--- src/uart_regs_pkg.sv ---
// Purpose: shared constants and types for the serial data/status block
// Assumes: 100 MHz system clock, fixed bit rate
// Notes: register indexes are word indexes; byte address is index * 4
package uart_regs_pkg;

  // ----------------------------------------------------------------
  // register indexes
  // ----------------------------------------------------------------
  localparam logic [11:0] IDX_DATA = 12'hF40;
  localparam logic [11:0] IDX_STAT0 = 12'hF41;
  localparam logic [11:0] IDX_STAT1 = 12'hF44;
  localparam logic [11:0] IDX_CTRL = 12'hF48;

  // ----------------------------------------------------------------
  // status 0 / status 1 / control fields
  // ----------------------------------------------------------------
  localparam int ST_AVAIL = 7;
  localparam int ST_PAR_ERR = 6;
  localparam int ST_OE = 5;
  localparam int ST_FRM_ERR = 4;
  localparam int ST_BRK = 3;
  localparam int ST_HOLD_EMPTY = 2;
  localparam int ST_TX_IDLE = 1;
  localparam int ST_CTS = 0;
  localparam int S1_NEW_FRAME = 1;
  localparam int S1_MP_BIT = 0;
  localparam int CT_PAR_EN = 0;
  localparam int CT_PAR_ODD = 1;
  localparam int CT_MP_EN = 2;
  localparam int CT_CTS_EN = 3;

  // ----------------------------------------------------------------
  // reset values
  // ----------------------------------------------------------------
  localparam logic HOLD_EMPTY_RST = 1'b1;
  localparam logic TX_IDLE_RST = 1'b1;
  localparam logic [7:0] RX_HOLD_RST = 8'h00;
  localparam logic [3:0] CTRL_RST = 4'h0;

  // ----------------------------------------------------------------
  // timing
  // ----------------------------------------------------------------
  localparam int CLK_PERIOD_NS = 10;
  localparam int BIT_TIME_NS = 8680;
  localparam logic [9:0] BIT_CYCLES = 10'(BIT_TIME_NS / CLK_PERIOD_NS);
  localparam logic [9:0] HALF_CYCLES = 10'(BIT_TIME_NS / CLK_PERIOD_NS / 2);

  // ----------------------------------------------------------------
  // frame state machines
  // ----------------------------------------------------------------
  typedef enum logic [4:0] {
    FR_IDLE = 5'h01,
    FR_START = 5'h02,
    FR_DATA = 5'h04,
    FR_NINTH = 5'h08,
    FR_STOP = 5'h10
  } frame_state_t;

endpackage

--- src/uart_data_status_regs.sv ---
// Purpose: serial port data and status registers with frame engines
// Assumes: Avalon-MM slave, byte address, one word per register
// Notes: fixed bit rate; transmit words pass a two-entry buffer
// How it works
// - written byte is shifted out serially
// - one address: write transmit, read receive
// - received byte lands in receive holding
// - available flag set on byte, read clears
// - parity error flag set, data read clears
// - overrun when new byte meets unread byte
// - read clears overrun only if none available
// - framing error on missing stop, read clears
// - break flag on all-zero frame, read clears
// - holding-empty resets one, write clears it
// - transmitter-empty one when idle, zero sending
// - status bit zero shows sampled clear-to-send
// - overrun keeps the older byte
// - holding-empty sets after first bit sent
// - data read clears new-frame and multiproc bit
//
// Design decision made here: the Avalon-MM register port.
`timescale 1ns/1ps
`default_nettype none
module uart_data_status_regs (
  // clock and reset
  input wire logic clk_i,
  input wire logic sys_rst_i,
  // avalon-mm slave
  input wire logic [13:0] address_i,
  input wire logic read_i,
  input wire logic write_i,
  input wire logic [3:0] byteenable_i,
  input wire logic [31:0] writedata_i,
  output logic [31:0] readdata_o,
  output logic waitrequest_o,
  // serial link
  input wire logic serial_in_pin_i,
  output logic serial_out_pin_o,
  input wire logic cts_n_i
);

  // ----------------------------------------------------------------
  // declarations
  // ----------------------------------------------------------------
  logic [31:0] readdata_ff;
  logic wait_ff;
  logic [3:0] ctrl_ff;
  logic cts_ff;
  logic [7:0] rx_hold_ff;
  logic avail_ff, par_err_ff, oe_ff, frm_err_ff, brk_ff;
  logic new_frame_ff, mp_bit_ff, addr_seen_ff;
  logic hold_empty_ff, tx_idle_ff;
  uart_regs_pkg::frame_state_t rx_state_ff, tx_state_ff;
  logic [9:0] rx_cnt_ff, tx_cnt_ff;
  logic [2:0] rx_idx_ff, tx_idx_ff;
  logic [7:0] rx_shift_ff, tx_shift_ff;
  logic rx_ninth_ff, tx_ninth_ff;
  logic tx_out_ff;
  logic accept, data_sel, wr_data_acc, rd_data_acc;
  logic buf_ready, buf_valid, tx_pop, tx_first_done;
  logic [7:0] buf_data;
  logic ninth_on, rx_done, rx_perr, rx_brk;
  logic [7:0] stat0, stat1, rd_value;

  assign readdata_o = readdata_ff;
  assign waitrequest_o = wait_ff;
  assign serial_out_pin_o = tx_out_ff;

  // ----------------------------------------------------------------
  // bus slave
  // ----------------------------------------------------------------
  // full buffer stalls a data write instead of dropping it
  assign data_sel = (address_i[13:2] == uart_regs_pkg::IDX_DATA);
  assign accept = wait_ff && (read_i || write_i)
    && !(write_i && data_sel && byteenable_i[0] && !buf_ready);
  assign wr_data_acc = accept && write_i && data_sel && byteenable_i[0];
  assign rd_data_acc = accept && read_i && data_sel;

  assign stat0 = {avail_ff, par_err_ff, oe_ff, frm_err_ff, brk_ff,
                  hold_empty_ff, tx_idle_ff, cts_ff};
  assign stat1 = {6'h00, new_frame_ff, mp_bit_ff};

  always_comb begin
    unique case (address_i[13:2])
      uart_regs_pkg::IDX_DATA: rd_value = rx_hold_ff;
      uart_regs_pkg::IDX_STAT0: rd_value = stat0;
      uart_regs_pkg::IDX_STAT1: rd_value = stat1;
      uart_regs_pkg::IDX_CTRL: rd_value = {4'h0, ctrl_ff};
      default: rd_value = 8'h00;
    endcase
  end

  // answer one cycle after accept; wait_ff low for exactly one cycle
  always_ff @(posedge clk_i or posedge sys_rst_i) begin
    if (sys_rst_i) begin
      wait_ff <= 1'b1;
      readdata_ff <= 32'h0000_0000;
    end else if (accept) begin
      wait_ff <= 1'b0;
      readdata_ff <= read_i ? {24'h00_0000, rd_value} : 32'h0000_0000;
    end else begin
      wait_ff <= 1'b1;
    end
  end

  // status registers have no write path at all
  always_ff @(posedge clk_i or posedge sys_rst_i) begin
    if (sys_rst_i) begin
      ctrl_ff <= uart_regs_pkg::CTRL_RST;
    end else if (accept && write_i && byteenable_i[0]
                 && address_i[13:2] == uart_regs_pkg::IDX_CTRL) begin
      ctrl_ff <= writedata_i[3:0];
    end
  end

  always_ff @(posedge clk_i) begin
    cts_ff <= cts_n_i;
  end

  // ----------------------------------------------------------------
  // transmit path
  // ----------------------------------------------------------------
  byte_buffer2 #(
    .WIDTH(8)
  ) u_tx_buf (
    .clk_i(clk_i),
    .sys_rst_i(sys_rst_i),
    .in_valid_i(wr_data_acc),
    .in_data_i(writedata_i[7:0]),
    .in_ready_o(buf_ready),
    .out_valid_o(buf_valid),
    .out_ready_i(tx_pop),
    .out_data_o(buf_data)
  );

  assign tx_pop = buf_valid && (tx_state_ff == uart_regs_pkg::FR_IDLE)
    && !(ctrl_ff[uart_regs_pkg::CT_CTS_EN] && cts_ff);
  assign tx_first_done = (tx_state_ff == uart_regs_pkg::FR_START)
    && (tx_cnt_ff == 10'h000);

  always_ff @(posedge clk_i or posedge sys_rst_i) begin
    if (sys_rst_i) begin
      tx_state_ff <= uart_regs_pkg::FR_IDLE;
      tx_cnt_ff <= 10'h000;
      tx_idx_ff <= 3'h0;
      tx_shift_ff <= 8'h00;
      tx_ninth_ff <= 1'b0;
      tx_out_ff <= 1'b1;
    end else begin
      tx_cnt_ff <= (tx_cnt_ff == 10'h000) ? 10'h000 : tx_cnt_ff - 10'h001;
      unique case (tx_state_ff)
        uart_regs_pkg::FR_IDLE: begin
          if (tx_pop) begin
            tx_state_ff <= uart_regs_pkg::FR_START;
            tx_shift_ff <= buf_data;
            tx_ninth_ff <= (^buf_data) ^ ctrl_ff[uart_regs_pkg::CT_PAR_ODD];
            tx_out_ff <= 1'b0;
            tx_cnt_ff <= uart_regs_pkg::BIT_CYCLES - 10'h001;
          end
        end
        uart_regs_pkg::FR_START: begin
          if (tx_cnt_ff == 10'h000) begin
            tx_state_ff <= uart_regs_pkg::FR_DATA;
            tx_out_ff <= tx_shift_ff[0];
            tx_idx_ff <= 3'h0;
            tx_cnt_ff <= uart_regs_pkg::BIT_CYCLES - 10'h001;
          end
        end
        uart_regs_pkg::FR_DATA: begin
          if (tx_cnt_ff == 10'h000) begin
            tx_cnt_ff <= uart_regs_pkg::BIT_CYCLES - 10'h001;
            tx_shift_ff <= {1'b0, tx_shift_ff[7:1]};
            tx_idx_ff <= tx_idx_ff + 3'h1;
            if (tx_idx_ff != 3'h7) begin
              tx_out_ff <= tx_shift_ff[1];
            end else if (ctrl_ff[uart_regs_pkg::CT_PAR_EN]) begin
              tx_state_ff <= uart_regs_pkg::FR_NINTH;
              tx_out_ff <= tx_ninth_ff;
            end else begin
              tx_state_ff <= uart_regs_pkg::FR_STOP;
              tx_out_ff <= 1'b1;
            end
          end
        end
        uart_regs_pkg::FR_NINTH: begin
          if (tx_cnt_ff == 10'h000) begin
            tx_state_ff <= uart_regs_pkg::FR_STOP;
            tx_out_ff <= 1'b1;
            tx_cnt_ff <= uart_regs_pkg::BIT_CYCLES - 10'h001;
          end
        end
        uart_regs_pkg::FR_STOP: begin
          if (tx_cnt_ff == 10'h000) begin
            tx_state_ff <= uart_regs_pkg::FR_IDLE;
          end
        end
        default: begin
          tx_state_ff <= uart_regs_pkg::FR_IDLE;
          tx_out_ff <= 1'b1;
        end
      endcase
    end
  end

  // set after the start bit wins over a same-cycle write
  always_ff @(posedge clk_i or posedge sys_rst_i) begin
    if (sys_rst_i) begin
      hold_empty_ff <= uart_regs_pkg::HOLD_EMPTY_RST;
      tx_idle_ff <= uart_regs_pkg::TX_IDLE_RST;
    end else begin
      if (tx_first_done) begin
        hold_empty_ff <= 1'b1;
      end else if (wr_data_acc) begin
        hold_empty_ff <= 1'b0;
      end
      tx_idle_ff <= (tx_state_ff == uart_regs_pkg::FR_IDLE)
        && !buf_valid;
    end
  end

  // ----------------------------------------------------------------
  // receive path
  // ----------------------------------------------------------------
  // in multiprocessor mode the ninth slot carries the address bit
  assign ninth_on = ctrl_ff[uart_regs_pkg::CT_PAR_EN]
    || ctrl_ff[uart_regs_pkg::CT_MP_EN];
  assign rx_done = (rx_state_ff == uart_regs_pkg::FR_STOP)
    && (rx_cnt_ff == 10'h000);
  assign rx_perr = ctrl_ff[uart_regs_pkg::CT_PAR_EN]
    && !ctrl_ff[uart_regs_pkg::CT_MP_EN]
    && (rx_ninth_ff != ((^rx_shift_ff) ^ ctrl_ff[uart_regs_pkg::CT_PAR_ODD]));
  assign rx_brk = (rx_shift_ff == 8'h00) && !rx_ninth_ff
    && !serial_in_pin_i;

  always_ff @(posedge clk_i or posedge sys_rst_i) begin
    if (sys_rst_i) begin
      rx_state_ff <= uart_regs_pkg::FR_IDLE;
      rx_cnt_ff <= 10'h000;
      rx_idx_ff <= 3'h0;
      rx_shift_ff <= 8'h00;
      rx_ninth_ff <= 1'b0;
    end else begin
      rx_cnt_ff <= (rx_cnt_ff == 10'h000) ? 10'h000 : rx_cnt_ff - 10'h001;
      unique case (rx_state_ff)
        uart_regs_pkg::FR_IDLE: begin
          if (!serial_in_pin_i) begin
            rx_state_ff <= uart_regs_pkg::FR_START;
            rx_cnt_ff <= uart_regs_pkg::HALF_CYCLES - 10'h001;
          end
        end
        uart_regs_pkg::FR_START: begin
          if (rx_cnt_ff == 10'h000) begin
            rx_state_ff <= serial_in_pin_i ? uart_regs_pkg::FR_IDLE
                                           : uart_regs_pkg::FR_DATA;
            rx_idx_ff <= 3'h0;
            rx_ninth_ff <= 1'b0;
            rx_cnt_ff <= uart_regs_pkg::BIT_CYCLES - 10'h001;
          end
        end
        uart_regs_pkg::FR_DATA: begin
          if (rx_cnt_ff == 10'h000) begin
            rx_shift_ff <= {serial_in_pin_i, rx_shift_ff[7:1]};
            rx_idx_ff <= rx_idx_ff + 3'h1;
            rx_cnt_ff <= uart_regs_pkg::BIT_CYCLES - 10'h001;
            if (rx_idx_ff == 3'h7) begin
              rx_state_ff <= ninth_on ? uart_regs_pkg::FR_NINTH
                                      : uart_regs_pkg::FR_STOP;
            end
          end
        end
        uart_regs_pkg::FR_NINTH: begin
          if (rx_cnt_ff == 10'h000) begin
            rx_ninth_ff <= serial_in_pin_i;
            rx_state_ff <= uart_regs_pkg::FR_STOP;
            rx_cnt_ff <= uart_regs_pkg::BIT_CYCLES - 10'h001;
          end
        end
        uart_regs_pkg::FR_STOP: begin
          if (rx_cnt_ff == 10'h000) begin
            rx_state_ff <= uart_regs_pkg::FR_IDLE;
          end
        end
        default: begin
          rx_state_ff <= uart_regs_pkg::FR_IDLE;
        end
      endcase
    end
  end

  // cleared only so checks never meet an unknown byte;
  // software still treats it as undefined until a byte lands
  always_ff @(posedge clk_i or posedge sys_rst_i) begin
    if (sys_rst_i) begin
      rx_hold_ff <= uart_regs_pkg::RX_HOLD_RST;
    end else if (rx_done && !(avail_ff && !rd_data_acc)) begin
      rx_hold_ff <= rx_shift_ff;
    end
  end

  // a byte arriving with the data read is loaded, not lost
  always_ff @(posedge clk_i or posedge sys_rst_i) begin
    if (sys_rst_i) begin
      avail_ff <= 1'b0;
      par_err_ff <= 1'b0;
      oe_ff <= 1'b0;
      frm_err_ff <= 1'b0;
      brk_ff <= 1'b0;
      new_frame_ff <= 1'b0;
      mp_bit_ff <= 1'b0;
      addr_seen_ff <= 1'b0;
    end else begin
      if (rx_done && avail_ff && !rd_data_acc) begin
        oe_ff <= 1'b1;
      end else if (rx_done) begin
        avail_ff <= 1'b1;
        par_err_ff <= rx_perr;
        frm_err_ff <= !serial_in_pin_i;
        brk_ff <= rx_brk;
        if (ctrl_ff[uart_regs_pkg::CT_MP_EN]) begin
          mp_bit_ff <= rx_ninth_ff;
          new_frame_ff <= addr_seen_ff && !rx_ninth_ff;
          addr_seen_ff <= rx_ninth_ff;
        end else begin
          mp_bit_ff <= 1'b0;
          new_frame_ff <= 1'b0;
        end
        if (rd_data_acc && !avail_ff) begin
          oe_ff <= 1'b0;
        end
      end else if (rd_data_acc) begin
        avail_ff <= 1'b0;
        par_err_ff <= 1'b0;
        frm_err_ff <= 1'b0;
        brk_ff <= 1'b0;
        new_frame_ff <= 1'b0;
        mp_bit_ff <= 1'b0;
        if (!avail_ff) begin
          oe_ff <= 1'b0;
        end
      end
    end
  end
endmodule // uart_data_status_regs
`default_nettype wire

--- src/byte_buffer2.sv ---
// Purpose: two-entry buffer with valid/ready on both sides
// Assumes: single clock, asynchronous active-high reset
// Notes: in_ready_o drops only when both entries hold data
`timescale 1ns/1ps
`default_nettype none
module byte_buffer2 #(
  parameter int WIDTH = 8
) (
  // clock and reset
  input wire logic clk_i,
  input wire logic sys_rst_i,
  // fill side
  input wire logic in_valid_i,
  input wire logic [WIDTH-1:0] in_data_i,
  output logic in_ready_o,
  // drain side
  output logic out_valid_o,
  input wire logic out_ready_i,
  output logic [WIDTH-1:0] out_data_o
);

  logic [WIDTH-1:0] mem_ff [2];
  logic wr_ptr_ff;
  logic rd_ptr_ff;
  logic [1:0] count_ff;
  logic push;
  logic pop;

  assign in_ready_o = (count_ff != 2'h2);
  assign out_valid_o = (count_ff != 2'h0);
  assign out_data_o = mem_ff[rd_ptr_ff];
  assign push = in_valid_i && in_ready_o;
  assign pop = out_valid_o && out_ready_i;

  always_ff @(posedge clk_i) begin
    if (push) begin
      mem_ff[wr_ptr_ff] <= in_data_i;
    end
  end

  always_ff @(posedge clk_i or posedge sys_rst_i) begin
    if (sys_rst_i) begin
      wr_ptr_ff <= 1'b0;
      rd_ptr_ff <= 1'b0;
      count_ff <= 2'h0;
    end else begin
      if (push) begin
        wr_ptr_ff <= ~wr_ptr_ff;
      end
      if (pop) begin
        rd_ptr_ff <= ~rd_ptr_ff;
      end
      if (push && !pop) begin
        count_ff <= count_ff + 2'h1;
      end else if (pop && !push) begin
        count_ff <= count_ff - 2'h1;
      end
    end
  end

endmodule // byte_buffer2
`default_nettype wire

--- config.mk ---
export PLATFORM = sky130hd
export DESIGN_NAME = uart_data_status_regs
export DESIGN_NICKNAME = d
export VERILOG_FILES = /design/src/uart_regs_pkg.sv /design/src/uart_data_status_regs.sv /design/src/byte_buffer2.sv
export SDC_FILE = /design/constraint.sdc
export NUM_CORES = 1
export LEC_CHECK = 0
export ABC_AREA = 1
export BUFFER_PORTS_ARGS = -buffer_cell sky130_fd_sc_hd__clkbuf_2
export CORE_UTILIZATION = 40
export CTS_BUF_LIST = sky130_fd_sc_hd__clkbuf_2
export CTS_CLUSTER_DIAMETER = 80
export DETAILED_ROUTE_END_ITERATION = 8
export PLACE_DENSITY_LB_ADDON = 0.05
export SYNTH_ARGS = -nofsm -noshare
export SYNTH_HDL_FRONTEND = slang
export SYNTH_SLANG_ARGS = --single-unit
export TNS_END_PERCENT = 1
--- constraint.sdc ---
create_clock -name clk_i -period 5.95 [get_ports clk_i]
set_clock_uncertainty 0.1 [all_clocks]
set_input_delay 0 -clock clk_i [delete_from_list [all_inputs] [get_ports clk_i]]
set_output_delay 0 -clock clk_i [all_outputs]
set_load 0.03 [all_outputs]
==> results of run 1 <==
==> metal layers <==
layer | share of wire [%] | vias to the layer above | wire length, um
met4 | 1.5 | 0 | 186
li1 | - | 2324 | -
met2 | 49 | 63 | 5940
met3 | 2.8 | 17 | 340
met5 | 0 | - | 0
met1 | 46 | 2115 | 5590
==> layout make-up <==
cell class	instances	area share [%]
diodes	1	0.0381
clock buffers	10	0.762
clock inverters	6	0.628
inverters	85	4.99
multi-input cells	483	37.8
flip-flops and latches	107	42.0
well taps	180	3.43
repair buffers	86	10.3
==> worst paths after layout <==
path / end / slack (ns) / cells past startpoint
max: readdata_o[0] / 1.86 / 16
min: ctrl_ff[1] / 0.06 / 4
max reg2reg: u_tx_buf.mem_ff[1][6] / 2.63 / 11
min reg2reg: rx_cnt_ff[0] / 0.40 / 1
max in group asynchronous: rx_ninth_ff / 4.26 / 5
min in group asynchronous: tx_ninth_ff / 0.28 / 4
==> report_power, final <==
group          internal (mW)  switching [mW]
logic                 0.0885           0.159
clock network         0.0574           0.248
registers              0.783          0.0307
==> registers in the layout (all words and copies together), names as in the netlist, 2 cells and up <==
| name | count |
|---|---|
| u_tx_buf.mem_ff | 16 |
| rx_cnt_ff | 10 |
| tx_cnt_ff | 10 |
| readdata_o | 8 |
| rx_hold_ff | 8 |
| rx_shift_ff | 8 |
| tx_shift_ff | 8 |
| rx_state_ff | 5 |
| tx_state_ff | 5 |
| ctrl_ff | 4 |
| rx_idx_ff | 3 |
| tx_idx_ff | 3 |
| u_tx_buf.count_ff | 2 |
==> Yosys cell counts, types with 4 or more instances <==
cell type    n
a21oi_1     14
a31oi_1      5
buf_4       24
dfrtp_1     84
dfstp_2      6
edfxtp_1    16
ha_1        12
inv_1       82
nand2_1    211
nand2_2      8
nand3_1     34
nand4_1     12
nor2_1      46
nor2_2       4
nor2_4       4
o211ai_1     4
o21ai_0     38
o21ai_1      7
o21ai_2      8
xnor2_1      7
xor2_1      10
==> through the flow <==
| step | worst slack [ns] | instance area (um^2) | hold slack (ns) | utilization, % |
|---|---|---|---|---|
| floorplan | 3.52 | 5820 | -0.0723 | - |
| CTS | 1.98 | 6570 | 0.00705 | 47.1 |
| global route | 1.86 | 6570 | 0.0108 | 47.1 |
| finish | 1.86 | 6570 | 0.0639 | 47.1 |
| global placement | 3.71 | 5990 | -0.127 | 43.0 |
| detailed placement | 3.68 | 5990 | -0.113 | 43.0 |
==> worst max-delay path: cells and delay by family <==
kind | cells | cell delay (ns)
buf+inv | 9 | 4.08
simple gates | 7 | 0.49
==> cells by family (layout without fill, tap and decap cells) <==
kind of cell    count (synthesis)  in the layout  synth area share [%]
xor+xnor                       17             17                  2.60
compound gates                 87             87                  9.10
other cells                     1             25                0.0654
simple gates                  343            343                  27.4
buf+inv                       118            187                  10.1
flops                         107            107                  48.1
fa+ha+maj                      12             12                  2.62
==> impl.org, run 1 <==
** Drt
- Pre-antenna DRT Iters :: 4
- Via-per-instance ratio :: 4.72
- Number of routed nets with antenna violations :: 0
- Dividing the detail-routed wire length by the instance count gives 12.6 um.
- DRC :: 0
- The first routing iteration left 222 violations.
- The routed design has 12,100 um of wire.
- Routed vias :: 4,519

** Setup path
- Most numerous cell on the critical path :: dlygate4sd3_1
- Worst Path Required :: 6.44 ns
- Launching element of the worst setup path :: address_i[8]
- Critical path cell sequence :: dlygate4sd3_1 > clkbuf_2 > nand2_1 > nor2_1 > dlygate4sd3_1 > nand2_1 > dlygate4sd3_1 > inv_1 > nand3_1 > dlygate4sd3_1 > nand4_1 > dlygate4sd3_1 > nand2_1 > dlygate4sd3_1 > nand2_1 > dlygate4sd3_1
- The worst register-to-register path begins at u_tx_buf.count_ff[1].
- Class of the most critical setup path :: in2reg
- On the worst path, the slowest cell contributes a delay of 0.59 ns.
- Critical path data arrival time :: 4.58 ns
- Among all stages on the critical path, the largest delay is contributed by dlygate4sd3_1.
- Critical-path maximum fanout :: 3
- STA classifies the critical path startpoint as a primary input.
- Kind of capture point of the worst setup path :: flip-flop

** Layout
- Number of non-filler instances in the completed layout :: 958
- The filler cells instantiated in the layout total 1,377.
- Layout cells sized above 1 :: 13.0%
- Area delta synth->final :: 14.5%
- Leading cell type in the layout, fill and taps excluded :: nand2_1
- At the end of the flow, the number of nets in the layout was 840.
- In the final layout, flip-flops and latches occupy 2760 um^2.
- In the layout the commonest cells are nand2_1, dfrtp_1, inv_1, dlygate4sd3_1.
- In the final layout, the multi-input gates occupy 2480 um^2.

** CTS
- Root Buffer Master :: clkbuf_2
- The clock passes through at most 2 buffers.
- Post-CTS sizing :: 0
- For this design, the CTS-stage hold fixing added 49 buffers.
- For the worst-skew pair, the clock arrives at the later sink with an insertion delay of 0.63 ns.
- Post-CTS setup buffer count :: 0
- CTS clock-pin slew for the worst setup and hold paths :: 0.28 ns
- Number of sinks on the clock net :: 107
- Number of buffers created by CTS :: 9
- Number of H-tree levels :: 3
- CTS tree :: done

** Timing
- # setup viols final :: 0
- Setup repair after global routing left no endpoint under its margin.
- Setup TNS Final :: 0 ns
- Derived from the worst setup path, the maximum achievable clock frequency is 245 MHz.
- Transition at the pin with the smallest max-transition slack :: 0.894 ns
- Final count of hold timing violations :: 0
- In the finished design, the share of the clock period the worst path needs comes to 68.7%.
- The worst path needs 4.09 ns of the cycle, external delays included.
- The worst pin sits at a relative slew slack of 40.4%.
- The max-slew violation count came to 0.

** Synthesis
- Avg Synthesized Cell Area :: 8.37 um^2
- Summed over all instances, the cell type with the most area after synthesis is dfrtp_1.
- Share of synthesized registers carrying an async set or reset :: 84.1%
- Number of synthesized flops with an enable pin :: 16
- Area contributors post-synth :: dfrtp_1, nand2_1, edfxtp_1, inv_1, o21ai_0
- Post-synthesis cell type count :: 51
- After synthesis, the largest area contributor takes up 36.6% of total cell area.
- Number of flip-flops and latches in the synthesized netlist :: 107
- The cell area that synthesis handed to floorplanning was 5740 um^2.
- Part of the Yosys area used for sequential elements :: 48.1%
- Predominant post-synthesis flop cell :: dfrtp_1
- Synthesis handed over a netlist of 685 instances.
- Synthesis warning total :: 0

** Min path
- Worst min-delay path category :: in2reg
- Min-delay src :: writedata_i[1]

** Die
- The die covers 14,800 um^2.
- The die is 122 um tall.
- 90 I/O pins were placed.
- Die X :: 122 um
- The floorplan has 43 rows.
- Core Area :: 13,900 um^2
- Initial Utilization :: 41.2%

** GRT
- Met3 Use GR :: 4.45%
- The first global-routing pass estimated 20,600 um of wire.
- Global routing consumed, on the met1 layer, 21.9% of the routing resources.
- Met2 global-route usage :: 30.7%
- The total overflow left after global routing is 0.
- After global routing, the most crowded layer is met2.
- Global routing used 17.8% of the available tracks.
- The via count of the first global-routing pass was 4,429.
- Entering global routing, the biggest net connects 70 pins.
- The number of antenna violations at the first check in global routing is 1.

** Placed design
- During placement, the flow inserted port buffers numbering 36.
- In this run, placement finished with an instance count of 892.
- Routability-driven placement finished with a final weighted congestion of 0.794.
- Post-detail-place hpwl :: 8630 um

** Outcome
- Run status :: completed

** Pwr
- IR drop worst, VDD :: 0.000185 V
- In this run the power density over the cells is 208 nW/um^2.
- PnR Total Power :: 1.37 mW
- Static leakage :: 3.36 nW

** Run
- Max-cap check violation count :: 0
No activity file was read; power rests on OpenSTA's default activity.
==> inputs of run 2 (changes only) <==
==> constraint.sdc (replaced) <==
create_clock -name clk_i -period 3.8 [get_ports clk_i]
set_clock_uncertainty 0.1 [all_clocks]
set_input_delay 0 -clock clk_i [delete_from_list [all_inputs] [get_ports clk_i]]
set_output_delay 0 -clock clk_i [all_outputs]
set_load 0.03 [all_outputs]
==> impl.org, run 2 (synthesized netlist as in run 1, its figures left out) <==
** Layout
- The fill cell total of the finished layout came to 1,362 (-1.1%).
- The final net count was 839 (-0.12%).
- Largest register FFs :: 16 (unchanged)
- The library cell used most frequently in the layout, excluding fill and tap cells, is nand2_1.
- Layout cells sized above 1 :: 13.4% (+0.40 points)
- The top cell types in the final layout, fill and taps aside, are nand2_1, dfrtp_1, inv_1, dlygate4sd3_1, nor2_1.
- The non-filler instance count after layout was 957 (-0.10%).
- Final cell utilization of the core :: 47.2% (about the same)
- In the final layout, the registers with the most flip-flops are u_tx_buf.mem_ff: 16 flops, rx_cnt_ff: 10 flops, tx_cnt_ff: 10 flops.
- Area delta synth->final :: 14.5% (about the same)
- Largest register by flop count :: u_tx_buf.mem_ff
- Final cell area excluding filler cells :: 6570 um^2 (about the same)

** Timing
- The worst relative slew slack was 50.7% (+10 points).
- Setup TNS Final :: 0 ns (unchanged)
- Highest Clock Rate :: 271 MHz
- # setup viols final :: 0 (unchanged)
- Final count of hold timing violations :: 0 (unchanged)
- The worst path uses 97.2% of the clock period.
- Number of pins with negative max-slew slack in the final report :: 0 (unchanged)
- Period minus WS final :: 3.69 ns
- Unrepaired setup endpoints after global routing :: false
- The slew at the pin with the worst max-slew slack was 0.739 ns (-0.155 ns).
- Final WS setup :: 0.106 ns (-1.76 ns)

** Setup path
- Critical path cell sequence :: dlygate4sd3_1 > clkbuf_2 > inv_1 > nand4_1 > dlygate4sd3_1 > nor2_1 > dlygate4sd3_1 > nand2_1 > nand4_1 > dlygate4sd3_1 > nand2_1 > dlygate4sd3_1 > nand2_1 > dlygate4sd3_1
- STA classifies the critical path startpoint as a primary input.
- Kind of capture point of the worst setup path :: flip-flop
- Cell class contributing the biggest share of worst-path delay :: buffers and inverters
- Critical-path maximum fanout :: 5 (+2)
- The required time of the critical path is 4.30 ns (-2.14 ns).
- By startpoint and endpoint, the worst setup path is classified as in2reg.
- By instance count, the cell type seen most on the critical path is dlygate4sd3_1.
- The critical path buffer and inverter count is 8 (-1).
- Delay contributed by the slowest stage of the critical path :: 0.68 ns (+0.09 ns)
- On the critical path, the stage with the largest delay is an instance of dlygate4sd3_1.
- The arrival time reported for the critical path endpoint came to 4.20 ns (-0.38 ns).

** Pwr
- The total power density per cell area came to 329 nW/um^2 (+58%).
- The worst IR drop on VDD is 0.000257 V (+39%).
- The leakage power figure was 3.37 nW (+0.23%).

** CTS
- Number of H-tree levels :: 3 (unchanged)
- The number of gates resized after CTS was 0 (unchanged).
- Worst-skew pair later-pin latency :: 0.63 ns (about the same)
- In this run the clock root is driven by a clkbuf_2.
- Number of sinks on the clock net :: 107 (unchanged)
- CTS tree :: done
- CTS clock-pin slew for the worst setup and hold paths :: 0.31 ns (+0.03 ns)
- The clock buffer count from CTS came to 9 (unchanged).
- Maximum count of clock buffers along a single path :: 2 (unchanged)

** Placed design
- The number of cells in the design after placement is 893 (+0.11%).
- Placement Setup Slack :: 1.48 ns (-2.20 ns)
- The global placement routability congestion was 0.798 (+0.58%).
- The post-DP HPWL was 8670 um (+0.39%).
- Number of buffers inserted by port buffering :: 36 (unchanged)
- Placement Cell Area :: 5990 um^2 (+0.13%)

** Die
- The initial core utilization was 41.2% (unchanged).
- Die X :: 122 um (unchanged)
- Core Area :: 13,900 um^2 (unchanged)
- The vertical die dimension was 122 um (unchanged).
- The I/O pin total was 90 (unchanged).
- FP Rows :: 43 (unchanged)
- The area enclosed by the die boundary came to 14,800 um^2 (unchanged).

** GRT
- The pin count of the biggest net entering global routing was 43 (-39%).
- The via count of the first global-routing pass is 4,294 (-3.0%).
- The number of antenna violations at the first check in global routing is 1 (unchanged).
- The aggregate global-route resource usage came to 17.5% (-0.29 points).
- The global-route wire length before repair came to 20,300 um (-1.6%).
- The total global routing overflow was 0 (unchanged).

** Outcome
- Run status :: completed

** Drt
- The number of remaining DRC errors was 0 (unchanged).
- The first-iteration detailed-routing DRC count was 256 (+15%).
- Routed wire per std cell :: 12.4 um (-1.2%)
- The number of routed nets with antenna violations is 0 (unchanged).
- Total routed wirelength :: 11,900 um (-1.3%)
- Routed vias :: 4,470 (-1.1%)
- The detailed-route vias per instance is 4.67 (-0.98%).
- The first-pass iteration count of the detailed router was 4 (unchanged).

** Run
- Max-cap check violation count :: 0 (unchanged)

** Min path
- The tightest min-delay check is of the in2reg type.
[run 2: cell types whose count changed in the layout (fill, tap and decap cells not counted), sizes merged]
cell and change:
dlygate4sd3 -2, inv +2, buf +1, clkbuf -1
clkinv -1
[run 2: worst reg2reg max path, delay by kind of cell, from the launching register on]
kind                   cells  cell delay (ns)
buffers and inverters      4             1.95
AND/OR/NAND/NOR            7             0.63
flip-flops                 1             0.47
AO/OA/AOI/OAI              1             0.13
[run 2: worst paths after layout]
| kind | from | endpoint | slack (ns) | cells past startpoint |
|---|---|---|---|---|
| worst max-delay path | address_i[4] | readdata_o[0] | 0.11 | 14 |
| worst min-delay path | address_i[13] | readdata_o[6] | 0.06 | 11 |
| worst max register to register | u_tx_buf.count_ff[0] | ctrl_ff[1] | 0.49 | 12 |
| worst min register to register | rx_cnt_ff[0] | rx_cnt_ff[0] | 0.41 | 1 |
| max in group asynchronous | sys_rst_i | ctrl_ff[3] | 2.33 | 5 |
| min in group asynchronous | sys_rst_i | ctrl_ff[0] | 0.42 | 4 |
[run 2: routing by layer]
layer | vias up | share of wire (%) | track usage, %
li1 | 2325 | - | -
met1 | 2102 | 47 | 22.6
met2 | 37 | 50 | 29.4
met3 | 6 | 2.2 | 4.68
met4 | 0 | 0.88 | 3.86
met5 | - | 0 | 0
[run 2: what timing repair did]
action | CTS | global route
hold endpoints to repair | 169 | 4
hold buffers | 44 | 3
setup buffers | 0 | 0
[run 2: power breakdown]
| group | total (mW) | switching (mW) | leakage (nW) | internal (mW) |
|---|---|---|---|---|
| Combinational | 0.385 | 0.246 | 2.03 | 0.139 |
| Clock | 0.504 | 0.406 | 0.0658 | 0.0976 |
| Sequential | 1.28 | 0.0479 | 1.27 | 1.23 |
[run 2: area by class of cell]
class	count	area, um^2	area share [%]
multi-input combinational	483	2480	37.8
antenna	1	2.50	0.0381
clock buffer	9	45.0	0.685
tap	180	225	3.43
sequential	107	2760	42.0
timing repair buffer	85	666	10.1
clock inverter	7	60.1	0.914
inverter	85	328	4.99
[run 2: metrics by stage]
step	hold WS, ns	power (mW)
2_1_floorplan	-0.0723	1.59
3_3_place_gp	0.0301	1.65
3_5_place_dp	0.0265	1.66
4_1_cts	0.00956	2.20
5_1_grt	0.0422	2.30
6_report	0.0579	2.16
